## src/hw/trbsr_consts.vh

```
`ifndef TRBSR_CONSTS_VH
`define TRBSR_CONSTS_VH
// ==========================================
// function word fields
`define TRBSR_FC_HI 17
`define TRBSR_FC_LO 15
`define TRBSR_PAR_BIT 14
`define TRBSR_DEN_HI 13
`define TRBSR_DEN_LO 12
`define TRBSR_GAIN_BIT 9
`define TRBSR_UNIT_HI 3
`define TRBSR_UNIT_LO 0
// ==========================================
// main function codes
`define TRBSR_MFC_READ_BACK 3'h1
`define TRBSR_MFC_REWIND_IL 3'h2
`define TRBSR_MFC_SKIP_WRITE 3'h7
// ==========================================
// parity and density encodings
`define TRBSR_PAR_ODD 1'h0
`define TRBSR_PAR_EVEN 1'h1
`define TRBSR_DEN_MANUAL 2'h0
`define TRBSR_DEN_200 2'h1
`define TRBSR_DEN_556 2'h2
`define TRBSR_DEN_800 2'h3
// ==========================================
// status word bits
`define TRBSR_ST_AFC 17
`define TRBSR_ST_INTERLOCK 14
`define TRBSR_ST_BUSY 13
`define TRBSR_ST_INVALID 9
`define TRBSR_ST_ONE 4
// ==========================================
// word packing and timing
`define TRBSR_FRAMES_PER_WORD 3'h5
`define TRBSR_ERASE_TENTHS_IN 30
`define TRBSR_ERASE_US_PER_TENTH 10
`define TRBSR_CLK_MHZ 25
`endif

```

## src/hw/trbsr_ctrl.v

```verilog
// Notes on behaviour
// - reverse frames pack low bits upward
// - late acceptance never stalls word assembly
// - short final word zero filled high
// - code 111 selects skip then write
// - parity bit zero odd one even
// - density 00 manual 01/10/11 speeds
// - skip write erases then writes normally
// - skip write follows normal write rules
// - moving tape passes gap quickly
// - code 010 rewind with interlock, unit
// - rewind starts, interlock set, status soon
// - interlocked unit reports interlock status
// - code 001 selects reverse read
// - read ends on gap after frame
// - one status per function word
`timescale 1ns/1ns
`include "trbsr_consts.vh"
// ==========================================
// reverse read, skip then write and interlocked rewind
// one function at a time, every function ends in one status word
// tape side pins are asynchronous, all but still_moving pass two flip-flops first
module trbsr_ctrl #(
    // number of addressable tape units
    parameter UNITS = 16,
    // erase span of the skip in clock cycles, about three inches of travel
    parameter ERASE_CYCLES = `TRBSR_ERASE_TENTHS_IN * `TRBSR_ERASE_US_PER_TENTH * `TRBSR_CLK_MHZ
) (
    // clock and reset
    input wire ref_clk,
    input wire srst,
    // function word from channel
    input wire func_valid,
    input wire [29:0] func_word,
    // data word to channel
    output reg data_valid,
    output reg [29:0] data_word,
    input wire data_ack,
    // status word to channel
    output reg status_valid,
    output reg [29:0] status_word,
    input wire status_ack,
    // tape unit side
    input wire frame_strobe,
    input wire [5:0] frame_data,
    input wire gap_detect,
    input wire at_speed,
    input wire still_moving,
    input wire rewind_done_pin,
    input wire interlock_clear_pin,
    output reg [3:0] sel_unit,
    output reg motor_fwd,
    output reg motor_rev,
    output reg rewind_cmd,
    output reg erase_on,
    output reg write_go,
    output reg parity_even,
    output reg [1:0] density,
    output reg low_gain,
    input wire write_done
);
// ==========================================
// states
// idle waits for a function word
// read assembles reverse frames until the gap
// spinup waits for operating speed before the erase
// erase runs the extra gap, write hands over to the write path
// status offers the one status word and waits for its acknowledge
localparam ST_IDLE = 3'h0;
localparam ST_READ = 3'h1;
localparam ST_SPINUP = 3'h2;
localparam ST_ERASE = 3'h3;
localparam ST_WRITE = 3'h4;
localparam ST_STATUS = 3'h5;

reg [2:0] state;
reg [29:0] asm_word;
reg [2:0] frame_idx;
reg got_frame;
reg [31:0] erase_cnt;
reg [UNITS-1:0] rw_busy;
reg [UNITS-1:0] il_flag;
reg afc;
reg interlocked_hit;
reg [1:0] done_s1;
reg [1:0] clr_s1;
reg [2:0] fs_s;
reg [1:0] gap_s;
reg [1:0] spd_s;
reg [1:0] wd_s;
reg [5:0] fd_s1;
reg [5:0] fd_s2;
reg [29:0] next_status_word;

// ==========================================
// pin synchronisers
// every tape side pin is asynchronous to ref_clk
// two stages before any logic looks at it, except still_moving which is used directly
// frame data passes the same depth as the strobe
// so the data seen at the edge is the data around the strobe
always @(posedge ref_clk) begin
    done_s1 <= {done_s1[0], rewind_done_pin};
    clr_s1 <= {clr_s1[0], interlock_clear_pin};
    fs_s <= {fs_s[1:0], frame_strobe};
    gap_s <= {gap_s[0], gap_detect};
    spd_s <= {spd_s[0], at_speed};
    wd_s <= {wd_s[0], write_done};
    fd_s1 <= frame_data;
    fd_s2 <= fd_s1;
end

// frame event on the rising strobe, one cycle wide
// third stage only remembers the previous level
wire frame_ev = fs_s[1] & ~fs_s[2];
// fields of the function word
wire [2:0] fc = func_word[`TRBSR_FC_HI:`TRBSR_FC_LO];
wire [3:0] fu = func_word[`TRBSR_UNIT_HI:`TRBSR_UNIT_LO];
wire unit_locked = rw_busy[fu] | il_flag[fu];

// ==========================================
// per unit rewind and interlock tracking
// a new rewind start wins over a clear in the same cycle
// rewind done and interlock clear act on the selected unit
// interlock clears only once that unit has stopped rewinding
genvar g;
generate
    for (g = 0; g < UNITS; g = g + 1) begin : g_unit
        always @(posedge ref_clk) begin
            if (srst) begin
                rw_busy[g] <= 1'b0;
                il_flag[g] <= 1'b0;
            end else if (state == ST_IDLE && func_valid && fc == `TRBSR_MFC_REWIND_IL
                         && fu == g && !unit_locked) begin
                rw_busy[g] <= 1'b1;
                il_flag[g] <= 1'b1;
            end else begin
                if (done_s1[1] && sel_unit == g)
                    rw_busy[g] <= 1'b0;
                if (clr_s1[1] && !rw_busy[g] && sel_unit == g)
                    il_flag[g] <= 1'b0;
            end
        end
    end
endgenerate

// ==========================================
// status word image
// bit 4 always set, interlock, short word flag and frame count
always @* begin
    next_status_word = 30'h0;
    next_status_word[`TRBSR_ST_ONE] = 1'b1;
    next_status_word[`TRBSR_ST_INTERLOCK] = interlocked_hit;
    next_status_word[`TRBSR_ST_AFC] = afc;
    next_status_word[3:0] = {1'b0, frame_idx};
end

// ==========================================
// main sequencer
// all outputs are registered here or in the tracking above
// data words never wait for the channel: a late acknowledge
// simply lets the next word replace the one still offered
always @(posedge ref_clk) begin
    if (srst) begin
        state <= ST_IDLE;
        asm_word <= 30'h0;
        frame_idx <= 3'h0;
        got_frame <= 1'b0;
        erase_cnt <= 32'h0;
        afc <= 1'b0;
        interlocked_hit <= 1'b0;
        data_valid <= 1'b0;
        data_word <= 30'h0;
        status_valid <= 1'b0;
        status_word <= 30'h0;
        sel_unit <= 4'h0;
        motor_fwd <= 1'b0;
        motor_rev <= 1'b0;
        rewind_cmd <= 1'b0;
        erase_on <= 1'b0;
        write_go <= 1'b0;
        parity_even <= 1'b0;
        density <= 2'h0;
        low_gain <= 1'b0;
    end else begin
        rewind_cmd <= 1'b0;
        if (data_ack)
            data_valid <= 1'b0;
        case (state)
            ST_IDLE: begin
                if (func_valid) begin
                    sel_unit <= fu;
                    parity_even <= func_word[`TRBSR_PAR_BIT];
                    density <= func_word[`TRBSR_DEN_HI:`TRBSR_DEN_LO];
                    low_gain <= func_word[`TRBSR_GAIN_BIT];
                    interlocked_hit <= 1'b0;
                    afc <= 1'b0;
                    // no frame count left over from an earlier read
                    frame_idx <= 3'h0;
                    if (unit_locked) begin
                        interlocked_hit <= 1'b1;
                        state <= ST_STATUS;
                    end else if (fc == `TRBSR_MFC_READ_BACK) begin
                        // never drive both directions at once
                        motor_fwd <= 1'b0;
                        motor_rev <= 1'b1;
                        asm_word <= 30'h0;
                        frame_idx <= 3'h0;
                        got_frame <= 1'b0;
                        state <= ST_READ;
                    end else if (fc == `TRBSR_MFC_SKIP_WRITE) begin
                        motor_fwd <= 1'b1;
                        erase_cnt <= 32'h0;
                        // tape still moving with motor_fwd already on skips the spin-up wait
                        state <= (still_moving && motor_fwd) ? ST_ERASE : ST_SPINUP;
                    end else if (fc == `TRBSR_MFC_REWIND_IL) begin
                        // rewind takes the tape away from forward motion
                        motor_fwd <= 1'b0;
                        rewind_cmd <= 1'b1;
                        state <= ST_STATUS;
                    end else begin
                        motor_fwd <= 1'b0;
                        state <= ST_STATUS;
                    end
                end
            end
            // reverse frames fill the word from the low end
            // the fifth frame completes the word and offers it
            // a gap after a frame ends the read, a short word goes out zero filled
            ST_READ: begin
                if (frame_ev) begin
                    got_frame <= 1'b1;
                    if (frame_idx == `TRBSR_FRAMES_PER_WORD - 3'h1) begin
                        // offered regardless of pending ack
                        data_word <= {fd_s2, asm_word[23:0]};
                        data_valid <= 1'b1;
                        asm_word <= 30'h0;
                        frame_idx <= 3'h0;
                    end else begin
                        asm_word <= asm_word | ({24'h0, fd_s2} << (6 * frame_idx));
                        frame_idx <= frame_idx + 3'h1;
                    end
                end else if (gap_s[1] && got_frame) begin
                    if (frame_idx != 3'h0) begin
                        data_word <= asm_word;
                        data_valid <= 1'b1;
                        afc <= 1'b1;
                    end
                    motor_rev <= 1'b0;
                    state <= ST_STATUS;
                end
            end
            ST_SPINUP: begin
                if (spd_s[1])
                    state <= ST_ERASE;
            end
            // erase stands for exactly ERASE_CYCLES cycles
            // the write path starts in the cycle the erase ends
            ST_ERASE: begin
                erase_on <= 1'b1;
                erase_cnt <= erase_cnt + 32'h1;
                if (erase_cnt == ERASE_CYCLES) begin
                    erase_on <= 1'b0;
                    write_go <= 1'b1;
                    state <= ST_WRITE;
                end
            end
            ST_WRITE: begin
                if (wd_s[1]) begin
                    write_go <= 1'b0;
                    state <= ST_STATUS;
                end
            end
            ST_STATUS: begin
                if (!status_valid) begin
                    status_word <= next_status_word;
                    status_valid <= 1'b1;
                end else if (status_ack) begin
                    status_valid <= 1'b0;
                    state <= ST_IDLE;
                end
            end
            default: state <= ST_IDLE;
        endcase
    end
end

endmodule

```

## config.mk

```make
export PLATFORM = sky130hd
export DESIGN_NAME = trbsr_ctrl
export DESIGN_NICKNAME = d
export VERILOG_FILES = /design/src/hw/trbsr_ctrl.v
export VERILOG_INCLUDE_DIRS = /design/src /design/src/hw
export SDC_FILE = /design/constraint.sdc
export NUM_CORES = 1
export LEC_CHECK = 0
export CORE_MARGIN = 4
export CORE_UTILIZATION = 48
export DETAILED_ROUTE_END_ITERATION = 7
export DONT_BUFFER_PORTS = 1
export GPL_TIMING_DRIVEN = 0
export PLACE_DENSITY = 0.61
export SLEW_MARGIN = 40
export SYNTH_ARGS = -nofsm -noshare
export SYNTH_HDL_FRONTEND = slang
export SYNTH_SLANG_ARGS = --single-unit
```

## constraint.sdc

```tcl
create_clock -name ref_clk -period 5.08 [get_ports ref_clk]
set_input_delay 0.254 -clock ref_clk [delete_from_list [all_inputs] [get_ports ref_clk]]
set_output_delay 0.254 -clock ref_clk [all_outputs]
set_load 0.02 [all_outputs]
```

# After elaboration in Yosys (flattened, before gate mapping)
# Index checks and enable logic that the tools add are counted.
# op_classes
n_lt_le_gt_ge	1
n_mul	1
n_reduce_logical	154
n_bitwise	8
n_eq_ne	55
n_shift	1
add_sub_neg	2
n_mux	132
# ops
operator	count
$mux 30	9
$mux 32	4
$mux 1	95
$logic_and 1x1->1	84
$reduce_bool 2->1	37
$eq 4x4->1 const B	16
$pmux 32 s2	1
$pmux 30 s2	1
$mux 3	14
$add 32x1->32 const B	1
$eq 32x13->1 const B	1
$eq 4x3->1 const B	8
$or 30x30->30	1
$shl 6x6->30	1
$ne 2x2->1 const B	12
$pmux 3 s6	1
$logic_not 1->1	17
$eq 4x2->1 const B	4
$reduce_and 5->1	3
$eq 3x3->1 const B	4
$eq 3x2->1 const B	3
$reduce_and 3->1	3
$bmux 1 s4	2
$eq 4x1->1 const B	2
other kinds (18)	30
# word_totals
ff_bits	179
input_bits	48
elab_cells	414

# Logic depth before layout (Yosys ltp)
# Gate-level depths: netlist of the first run.
# logic_depth
ltp_word	7
depth_mapped	11

# Least setup slack after synthesis of the first run
# No wires, ideal clock.
# synth_timing
kind	flip-flop to flip-flop
start	register frame_idx[0]
end	register asm_word[20]
arrival_time_ns	2.272
setup_slack_ns	2.750
synth_period_minus_slack_ns	2.330
stages_incl_launch_ff	11
path_cell_list	dfxtp_1 > clkbuf_1 > buf_1 > inv_1 > ha_1 > clkbuf_1 > mux2i_1 > o22ai_1 > nand2_1 > nor4_1 > o21a_1
# synth_between
elab_chain_len	6
elab_cells_between_ends	7
# synth_rtl
item	line_no	source
from (decl)	trbsr_ctrl.v:78	reg [2:0] frame_idx;
from (signal assigned)	trbsr_ctrl.v:240	frame_idx <= frame_idx + 3'h1;
$mul 2x3->5	trbsr_ctrl.v:239	asm_word <= asm_word | ({24'h0, fd_s2} << (6 * frame_idx));
$shl 6x6->30	trbsr_ctrl.v:239	
$or 30x30->30	trbsr_ctrl.v:239	
$mux 30 *	trbsr_ctrl.v:232	if (frame_idx == `TRBSR_FRAMES_PER_WORD - 3'h1) begin
$mux 30 *	trbsr_ctrl.v:230	if (frame_ev) begin
$pmux 30 s2 *	trbsr_ctrl.v:188	case (state)
to (signal assigned)	trbsr_ctrl.v:239	
to (decl)	trbsr_ctrl.v:77	reg [29:0] asm_word;
# Mark *: on every way between the ends. The rest lies on a longest branch, timed or not. The select of a mux whose other input is x is not followed.
# A chain may end at the register's enable or synchronous reset.

# Worst setup path after layout of the first run
# layout_timing
start	register frame_idx[0]
end	register asm_word[24]
# The elaborated chain is that of the path after synthesis.

==> flow_summary_export.csv, run 1 <==
group,metric,value,unit
layout,mostFrequentLayoutCells,"179 x dfxtp_1, 108 x nand2_1, 94 x nor2_1",
clocking,cts_buffer_depth,2,
global_route,grt_use_total,0.226,
die,coreArea,15300,µm²
placed_design,dp_hpwl,14.5,mm
layout,antenna_cells,0,
yosys,synthArstFlopShare,0,
clocking,postCtsSetupRepairBufs,0,
power,power_frac_seq,0.438,
timing,fin_tns_setup,0,ns
run,cap_violations,0,
power,switching_share,0.291,
global_route,grt_antenna_before_repair,0,
detailed_routing,drc_errors,0,
die,die_x,133,µm
power,p_int,2.50,mW
global_route,grt_pass1_vias,6236,
global_route,gr-total-overflow,0,
power,ir_drop,0.285,mV
clocking,cts.sinks,179,
timing,finalWorstPathRequiredPeriod,3.08,ns
die,initial_core_util,0.493,
timing,relSlewSlack,0.478,
timing,drv_slew,0,
timing,rsz0062_at_grt,"false",
placed_design,dp_slack,2.03,ns
yosys,syn-instance-count,870,
yosys,ys_types,65,
placed_design,port_buffers,0,
die,rows,45,
clocking,numCtsBuffers,17,
worst_setup_path,worstSetupPathType,"flip-flop to flip-flop",
yosys,synth_edf_count,0,
clocking,htree_levels,4,
power,power_density,406,nW/µm²
timing,hold_ws,0.0483,ns
worst_setup_path,crit_required,5.44,ns
power,netSwitchingPower,1.03,mW
yosys,ys_seq_elements,179,
detailed_routing,first_iter_violations,429,
worst_setup_path,arrival,3.44,ns
detailed_routing,via_per_inst,5.57,
die,die_y,133,µm
global_route,grt_max_degree,17,
clocking,cts_tree,"built",
worst_setup_path,path_delay_family,"buffers and inverters",
clocking,cts_resized,0,
layout,final_util,0.570,
layout,final_common_cell,"dfxtp_1",
power,pwr-share-comb,0.167,
detailed_routing,dr.pass1.iters,6,
timing,setup_viol,0,
run_status,status,"complete, no violations",
timing,post-route-period-util,0.607,
timing,tightest_slew,0.781,ns
yosys,syn_area,7520,µm²
yosys,ys_seq_area_frac,0.476,
yosys,yosysWarnings,0,
placed_design,placed_cells,1104,
detailed_routing,vias,6427,
hold_path,hold_path_class,"input pin to flip-flop",
global_route,grt_pass1_wl,32.4,mm
die,dieArea,17700,µm²
clocking,hold_buffers,17,
die,num_io_pins,123,
timing,final.setup.worst_slack,2.00,ns
worst_setup_path,slowest_stage,"buf_1",
layout,fin_cells,1153,
timing,fmax,0.324,GHz
power,power_frac_clock,0.395,
worst_setup_path,cp-end-kind,"flip-flop",
worst_setup_path,path_max_fanout,10,
power,power_leakage,3.05,nW
clocking,clk_latency,0.43,ns
yosys,synthFlopType,"dfxtp_1",
worst_setup_path,path_cells,"clkbuf_1 > buf_1 > inv_1 > ha_1 > clkbuf_1 > a21boi_0 > a21oi_1 > nor2_1 > nand3_1 > a21oi_1",
layout,nNetsFinal,984,
detailed_routing,ant_nets,0,
layout,syn_to_final_growth,15.5,%
layout,drive_gt1_frac,0.0849,
detailed_routing,wl_per_cell,17.1,µm
worst_setup_path,cp_num_buf_inv,4,
worst_setup_path,cp-start-kind,"flip-flop",
placed_design,place_congestion,0.877,
worst_setup_path,critPathMaxStageDelay,0.47,ns
detailed_routing,wl,19.7,mm
yosys,syn_area_per_cell,8.65,µm²
clocking,path_clk_slew,0.07,ns
timing,finalHoldViolCount,0,
clocking,cts_root_buf,"clkbuf_16",
timing,fin_skew,0.00767,ns
path summary, 6_finish.rpt:
kind / from / end / slack [ns] / cells past startpoint
min reg2reg: done_s1[0] / done_s1[1] / 0.33 / 0
min: func_word[15] / rewind_cmd / 0.05 / 2
max reg2reg: frame_idx[0] / asm_word[24] / 2.00 / 10
max: frame_idx[0] / asm_word[24] / 2.00 / 10
cell type report:
| type | instances | area, µm² |
|---|---|---|
| fill | 1394 | 6570 |
| sequential | 179 | 3580 |
| multi-input combinational | 623 | 3570 |
| clock buffer | 20 | 457 |
| buffer | 75 | 404 |
| tap | 211 | 264 |
| clock inverter | 12 | 179 |
| timing repair buffer | 17 | 170 |
| inverter | 16 | 60.1 |
power groups by stage:
stage / clock, mW / combinational [mW] / sequential (mW)
floorplan: 0 / 0.425 / 1.55
global placement: 0 / 0.551 / 1.57
detailed placement: 0 / 0.566 / 1.57
CTS: 1.42 / 0.578 / 1.54
global route: 1.49 / 0.649 / 1.55
finish: 1.39 / 0.590 / 1.54
logic make-up after synthesis:
logic type / after synthesis / synth area share
other cells: 1 / 0.000498
buf+inv: 91 / 0.0617
mux: 15 / 0.0203
simple gates: 346 / 0.224
compound gates: 198 / 0.166
xor+xnor: 33 / 0.0384
fa+ha+maj: 7 / 0.0126
flops: 179 / 0.476
synth_stat cells (13+ instances only):
cell | count | area share
buf_4 | 24 | 0.024
o211ai_1 | 17 | 0.017
dfxtp_1 | 179 | 0.48
nor2_1 | 94 | 0.047
nand4_1 | 17 | 0.014
clkbuf_1 | 38 | 0.019
o21ai_0 | 32 | 0.021
inv_1 | 16 | 0.0080
nor3_1 | 29 | 0.019
xor2_1 | 19 | 0.022
nand3_1 | 23 | 0.015
nor4_1 | 15 | 0.012
xnor2_1 | 14 | 0.016
a21oi_1 | 65 | 0.043
o311ai_0 | 17 | 0.020
nand2_1 | 108 | 0.054
mux2i_1 | 13 | 0.017
sequential cells by signal (all words and copies together), names as in the netlist, 3 cells and up:
signal / flops
state: 3
sel_unit: 4
fd_s2: 6
status_word: 6
rw_busy: 16
data_word: 30
il_flag: 16
asm_word: 30
erase_cnt: 32
frame_idx: 3
fd_s1: 6
fs_s: 3
layer usage:
| layer | share of wire | global-route usage | vias to the layer above |
|---|---|---|---|
| met5 | 0 | 0 | - |
| met4 | 0.019 | 0.0680 | 0 |
| met3 | 0.081 | 0.0680 | 28 |
| met2 | 0.45 | 0.352 | 226 |
| met1 | 0.45 | 0.304 | 3016 |
| li1 | - | - | 3157 |
stage by stage:
| stage | cell area [µm²] | total power, mW |
|---|---|---|
| final | 8690 | 3.53 |
| after global routing | 8690 | 3.69 |
| after global placement | 7870 | 2.12 |
| after CTS | 8690 | 3.55 |
| after floorplan | 7610 | 1.98 |
| after detailed placement | 7890 | 2.14 |
No activity file was read; power rests on OpenSTA's default activity.
==> run 2: changes to the inputs <==
Settings changed: PLACE_DENSITY 0.61 to 0.63.
Clock period 5.08 ns to 2.78 ns, I/O delays scaled along.
==> run 2 against run 1 <==
Net effect: wire length shrank 0.41%; largest cell class unchanged; highest routed layer unchanged; total power grew 83%; final area grew 0.56%; worst hold slack gained 0.046 ns; register-to-register slack lost 1.8 ns; sequential share of layout area shrank 0.23 points; critical endpoint is now asm_word[12]; clock power grew 84%; non-clock buffer count grew 4; sequential cell count is the same; first-iteration DRC count grew 17%; count of clock-buffer cells in the layout shrank 3; largest power group unchanged; cell count grew 0.26%.
==> flow_summary_export.csv, run 2 (synthesized netlist as in run 1, its figures left out) <==
group,metric,value,unit
timing,post-route-period-util,0.939,
placed_design,placed_cell_area,7890,µm²
worst_setup_path,path_max_fanout,10,
timing,fin_skew,0.00663,ns
timing,drv_slew,0,
clocking,numCtsBuffers,17,
global_route,grt_pass1_vias,6206,
worst_setup_path,cp-end-kind,"flip-flop",
global_route,gr-total-overflow,0,
detailed_routing,first_iter_violations,501,
run,cap_violations,0,
timing,rsz0062_at_grt,"false",
clocking,cts_tree,"built",
die,rows,45,
layout,largestRegisters,"erase_cnt (32), asm_word (30), data_word (30)",
layout,largest_reg_flops,32,
die,die_x,133,µm
detailed_routing,drc_errors,0,
layout,mostFrequentLayoutCells,"179 x dfxtp_1, 108 x nand2_1, 94 x nor2_1",
power,power_density,740,nW/µm²
layout,drive_gt1_frac,0.0931,
timing,relSlewSlack,0.448,
placed_design,dp_hpwl,14.3,mm
hold_path,hold_path_class,"input pin to flip-flop",
die,dieArea,17700,µm²
placed_design,port_buffers,0,
layout,final_common_cell,"dfxtp_1",
clocking,htree_levels,4,
timing,finalWorstPathRequiredPeriod,2.61,ns
detailed_routing,vias,6417,
detailed_routing,wl_per_cell,17.0,µm
timing,fmax,0.383,GHz
clocking,path_clk_slew,0.07,ns
detailed_routing,via_per_inst,5.55,
placed_design,place_congestion,0.863,
placed_design,dp_slack,-0.327,ns
timing,setup_viol,0,
die,initial_core_util,0.493,
layout,syn_to_final_growth,16.2,%
die,coreArea,15300,µm²
clocking,postCtsSetupRepairBufs,0,
worst_setup_path,worstSetupPathType,"flip-flop to flip-flop",
detailed_routing,ant_nets,0,
worst_setup_path,cp-start-kind,"flip-flop",
timing,final.setup.worst_slack,0.170,ns
clocking,cts_root_buf,"clkbuf_16",
layout,antenna_cells,0,
layout,design_area,8740,µm²
clocking,cts.sinks,179,
worst_setup_path,arrival,2.98,ns
timing,tightest_slew,0.824,ns
global_route,grt_antenna_before_repair,0,
global_route,grt_pass1_wl,31.7,mm
detailed_routing,wl,19.6,mm
clocking,clk_latency,0.43,ns
worst_setup_path,crit_required,3.15,ns
layout,nNetsFinal,988,
global_route,grt_use_total,0.221,
global_route,grt_max_degree,17,
clocking,cts_buffer_depth,2,
power,ir_drop,0.530,mV
die,num_io_pins,123,
detailed_routing,dr.pass1.iters,5,
die,die_y,133,µm
run_status,status,"complete, no violations",
layout,regMostFlops,"erase_cnt",
timing,finalHoldViolCount,0,
power,power_leakage,3.10,nW
-- run 2: changes by cell type in the layout (fill, tap and decap cells not counted), sizes merged --
cell	change
dlygate4sd3	+5
inv	+5
clkbuf	-3
clkinvlp	-3
buf	-1
-- run 2: area by class of cell --
type | instances | area [µm²]
clock inverters | 14 | 200
plain buffers | 74 | 413
well taps | 211 | 264
clock buffers | 17 | 425
inverters | 16 | 60.1
flip-flops and latches | 179 | 3580
repair buffers | 22 | 220
multi-input cells | 623 | 3570
fillers | 1404 | 6520
-- run 2: metal layers --
| layer | part of all wire | up-vias | global-route usage |
|---|---|---|---|
| li1 | - | 3157 | - |
| met1 | 0.45 | 3004 | 0.294 |
| met2 | 0.45 | 226 | 0.348 |
| met3 | 0.082 | 30 | 0.0646 |
| met4 | 0.015 | 0 | 0.0669 |
| met5 | 0 | - | 0 |
-- run 2: report_power, final --
part / switching, mW / internal [mW] / leakage (nW)
logic: 0.744 / 0.347 / 1.34
clock network: 1.04 / 1.52 / 0.309
registers: 0.148 / 2.67 / 1.45
total: 1.93 / 4.54 / 3.10
-- run 2: final timing paths --
kind                                   start      endpoint  slack [ns]  cells after the start
worst min register to register       wd_s[0]       wd_s[1]        0.33                      0
worst max-delay path            frame_idx[0]  asm_word[12]        0.17                     11
worst max register to register  frame_idx[0]  asm_word[12]        0.17                     11
worst min-delay path              func_valid      state[1]        0.09                      3
-- run 2: repair_timing --
action	CTS	global route
hold buffers	22	0
pin swaps	0	0
setup endpoints to repair	55	59
endpoints found under the hold margin	21	0
gates resized for setup	5	7
-- run 2: critical path: stages (launching register included) --
cell      delay, ns
dfxtp_1        0.37
clkbuf_2       0.24
clkbuf_4       0.27
inv_1          0.07
ha_1           0.32
clkbuf_2       0.22
mux2i_1        0.16
o22ai_1        0.19
nand2_1        0.15
nor3_1         0.34
a21oi_1        0.12
nor2_1         0.10
-- run 2: through the flow --
| step | TNS, ns | power [mW] | instances | hold WS [ns] | util |
|---|---|---|---|---|---|
| after floorplan | 0 | 3.61 | 893 | 0.167 | - |
| after global placement | -7.71 | 3.88 | 1104 | 0.167 | 0.516 |
| after detailed placement | -9.83 | 3.91 | 1104 | 0.167 | 0.517 |
| after CTS | 0 | 6.47 | 1157 | 0.0655 | 0.573 |
| after global routing | 0 | 6.75 | 1156 | 0.0912 | 0.573 |
| final | 0 | 6.47 | 1156 | 0.0946 | 0.573 |
==> run 3: changes to the inputs <==
Settings changed: ABC_AREA set to 1.
==> run 3 against run 2 <==
Net effect: final area rose by 12%; count of clock-buffer cells in the layout grew 2; via count up 31%; sequential power increased by 5%; synthesized area up 15%; combinational power is 83% higher; critical endpoint is now asm_word[8].
==> flow_summary_export.csv, run 3 <==
group,metric,value,unit
layout,regMostFlops,"erase_cnt",
layout,largest_reg_flops,32,
worst_setup_path,critPathMaxStageDelay,0.52,ns
detailed_routing,ant_nets,0,
clocking,cts_buffer_depth,2,
timing,finalWorstPathRequiredPeriod,2.60,ns
layout,final_common_cell,"nand2_1",
yosys,syn_area,8650,µm²
worst_setup_path,path_max_fanout,10,
clocking,cts_root_buf,"clkbuf_16",
run,cap_violations,0,
worst_setup_path,path_delay_family,"compound AO/OA/AOI/OAI gates",
global_route,grt_use_total,0.250,
yosys,synth_edf_count,0,
worst_setup_path,cp-end-kind,"flip-flop",
yosys,syn-instance-count,1279,
worst_setup_path,slowest_stage,"o21ai_0",
detailed_routing,first_iter_violations,836,
clocking,clk_latency,0.44,ns
timing,relSlewSlack,0.480,
yosys,synth_most_common_cell,"nand2_1",
run_status,status,"complete, no violations",
detailed_routing,wl_per_cell,15.8,µm
timing,drv_slew,0,
detailed_routing,via_per_inst,5.35,
timing,finalHoldViolCount,0,
timing,fin_skew,0.0118,ns
yosys,ys_seq_elements,179,
die,num_io_pins,123,
die,die_y,142,µm
yosys,yosysWarnings,0,
clocking,numCtsBuffers,17,
yosys,ys_seq_area_frac,0.414,
die,dieArea,20200,µm²
yosys,synthFlopType,"dfxtp_1",
layout,antenna_cells,0,
die,rows,48,
yosys,syn_area_per_cell,6.76,µm²
worst_setup_path,critPathMostFrequentCell,"a21oi_1",
worst_setup_path,cp_num_buf_inv,3,
layout,drive_gt1_frac,0.0754,
yosys,synthTopCellsByArea,"dfxtp_1 41%, nand2_1 14%, a21oi_1 8.0%, nand3_1 6.7%, nor2_1 5.3%",
detailed_routing,vias,8434,
die,die_x,142,µm
yosys,synth_top_cell_area_share,0.414,
detailed_routing,drc_errors,0,
global_route,grt_pass1_vias,7679,
timing,setup_viol,0,
yosys,synthArstFlopShare,0,
timing,post-route-period-util,0.935,
power,ir_drop,0.571,mV
yosys,ys_top_cells_by_count,"330 x nand2_1, 179 x dfxtp_1, 139 x a21oi_1, 122 x nor2_1, 116 x nand3_1",
detailed_routing,dr.pass1.iters,6,
power,power_density,739,nW/µm²
timing,rsz0062_at_grt,"false",
die,coreArea,17500,µm²
global_route,gr-total-overflow,0,
detailed_routing,wl,24.8,mm
layout,mostFrequentLayoutCells,"329 x nand2_1, 179 x dfxtp_1, 139 x a21oi_1",
clocking,postCtsSetupRepairBufs,0,
clocking,cts_tree,"built",
layout,syn_to_final_growth,12.9,%
die,initial_core_util,0.495,
global_route,grt_antenna_before_repair,0,
worst_setup_path,worstSetupPathType,"flip-flop to flip-flop",
timing,fmax,0.385,GHz
placed_design,place_congestion,0.954,
clocking,path_clk_slew,0.07,ns
global_route,grt_max_degree,17,
power,power_leakage,3.86,nW
worst_setup_path,arrival,2.96,ns
yosys,synth_top_cell_by_area,"dfxtp_1",
worst_setup_path,path_cells,"clkbuf_2 > clkinv_2 > ha_1 > inv_2 > nand3_1 > o21ai_0 > a21oi_1 > nor2_1 > nand2_1 > a21oi_1",
worst_setup_path,cp-start-kind,"flip-flop",
clocking,htree_levels,4,
clocking,cts.sinks,179,
timing,fin_tns_setup,0,ns
layout,largestRegisters,"erase_cnt (32), asm_word (30), data_word (30)",
worst_setup_path,crit_required,3.14,ns
placed_design,port_buffers,0,
power,total_power,7.22,mW
global_route,grt_pass1_wl,40.6,mm
hold_path,hold_path_class,"input pin to flip-flop",
timing,tightest_slew,0.778,ns
placed_design,dp_hpwl,18.3,mm
layout,nNetsFinal,1395,
yosys,ys_types,38,
run 3: cell count changes in the layout (fill, tap and decap cells not counted), sizes merged, moves of 10 or more:
cell	before	now
o311ai	17	0
nand4	17	32
a21oi	66	140
xor2	19	4
inv	22	117
nor2	94	125
nor4b	10	0
nor4	16	3
o21ai	42	71
mux2i	13	0
nand3	23	116
nand2	108	333
xnor2	14	0
run 3: final timing paths:
check | from | endpoint | slack [ns] | cells past startpoint
worst min register to register | clr_s1[0] | clr_s1[1] | 0.32 | 0
worst min-delay path | func_word[2] | rw_busy[3] | 0.01 | 3
worst max-delay path | frame_idx[0] | asm_word[8] | 0.18 | 10
worst max register to register | frame_idx[0] | asm_word[8] | 0.18 | 10
run 3: worst min-delay path: stages:
cell and delay (ns):
nor2_1 0.06, nand4_1 0.13, a21oi_1 0.07
run 3: through the flow:
step	area (µm²)	util	worst slack [ns]	hold slack, ns	instances
after global routing	9760	0.559	0.0361	0.0412	1577
after CTS	9760	0.558	0.139	0.0152	1578
after detailed placement	9020	0.516	-0.254	0.167	1527
final	9760	0.559	0.181	0.0150	1577
after global placement	9020	0.516	-0.175	0.167	1527
after floorplan	8740	-	0.407	0.167	1302
run 3: cell families (layout without fill, tap and decap cells):
| group | after synthesis | count (layout) | share of synthesized area |
|---|---|---|---|
| flops | 179 | 179 | 0.414 |
| fa+ha+maj | 7 | 7 | 0.0110 |
| other cells | 1 | 24 | 0.000434 |
| xor+xnor | 4 | 4 | 0.00405 |
| simple gates | 662 | 662 | 0.330 |
| buf+inv | 193 | 243 | 0.0987 |
| compound gates | 233 | 233 | 0.141 |
run 3: final cells by class:
class                      instances  area, µm²
sequential                       179       3580
clock inverter                    12       95.1
buffer                            79        428
tap                              225        282
fill                            1786       7710
inverter                         113        427
clock buffer                      19        443
multi-input combinational        930       4300
timing repair buffer              20        200
run 3: metal layers:
layer | track usage | vias up | share of wire
li1 | - | 4263 | -
met1 | 0.365 | 3817 | 0.47
met2 | 0.372 | 323 | 0.43
met3 | 0.0588 | 31 | 0.091
met4 | 0.0631 | 0 | 0.014
met5 | 0 | - | 0
run 3: power breakdown:
part	leakage, nW	switching [mW]	internal (mW)
sequential	1.46	0.238	2.72
combinational	2.14	1.41	0.578
clock	0.267	1.09	1.18
total	3.86	2.73	4.48
run 3: timing repair:
action | in CTS | in global routing
hold buffers | 20 | 0
setup endpoints to repair | 44 | 42
hold endpoints to repair | 20 | 0
gates resized for setup | 3 | 5
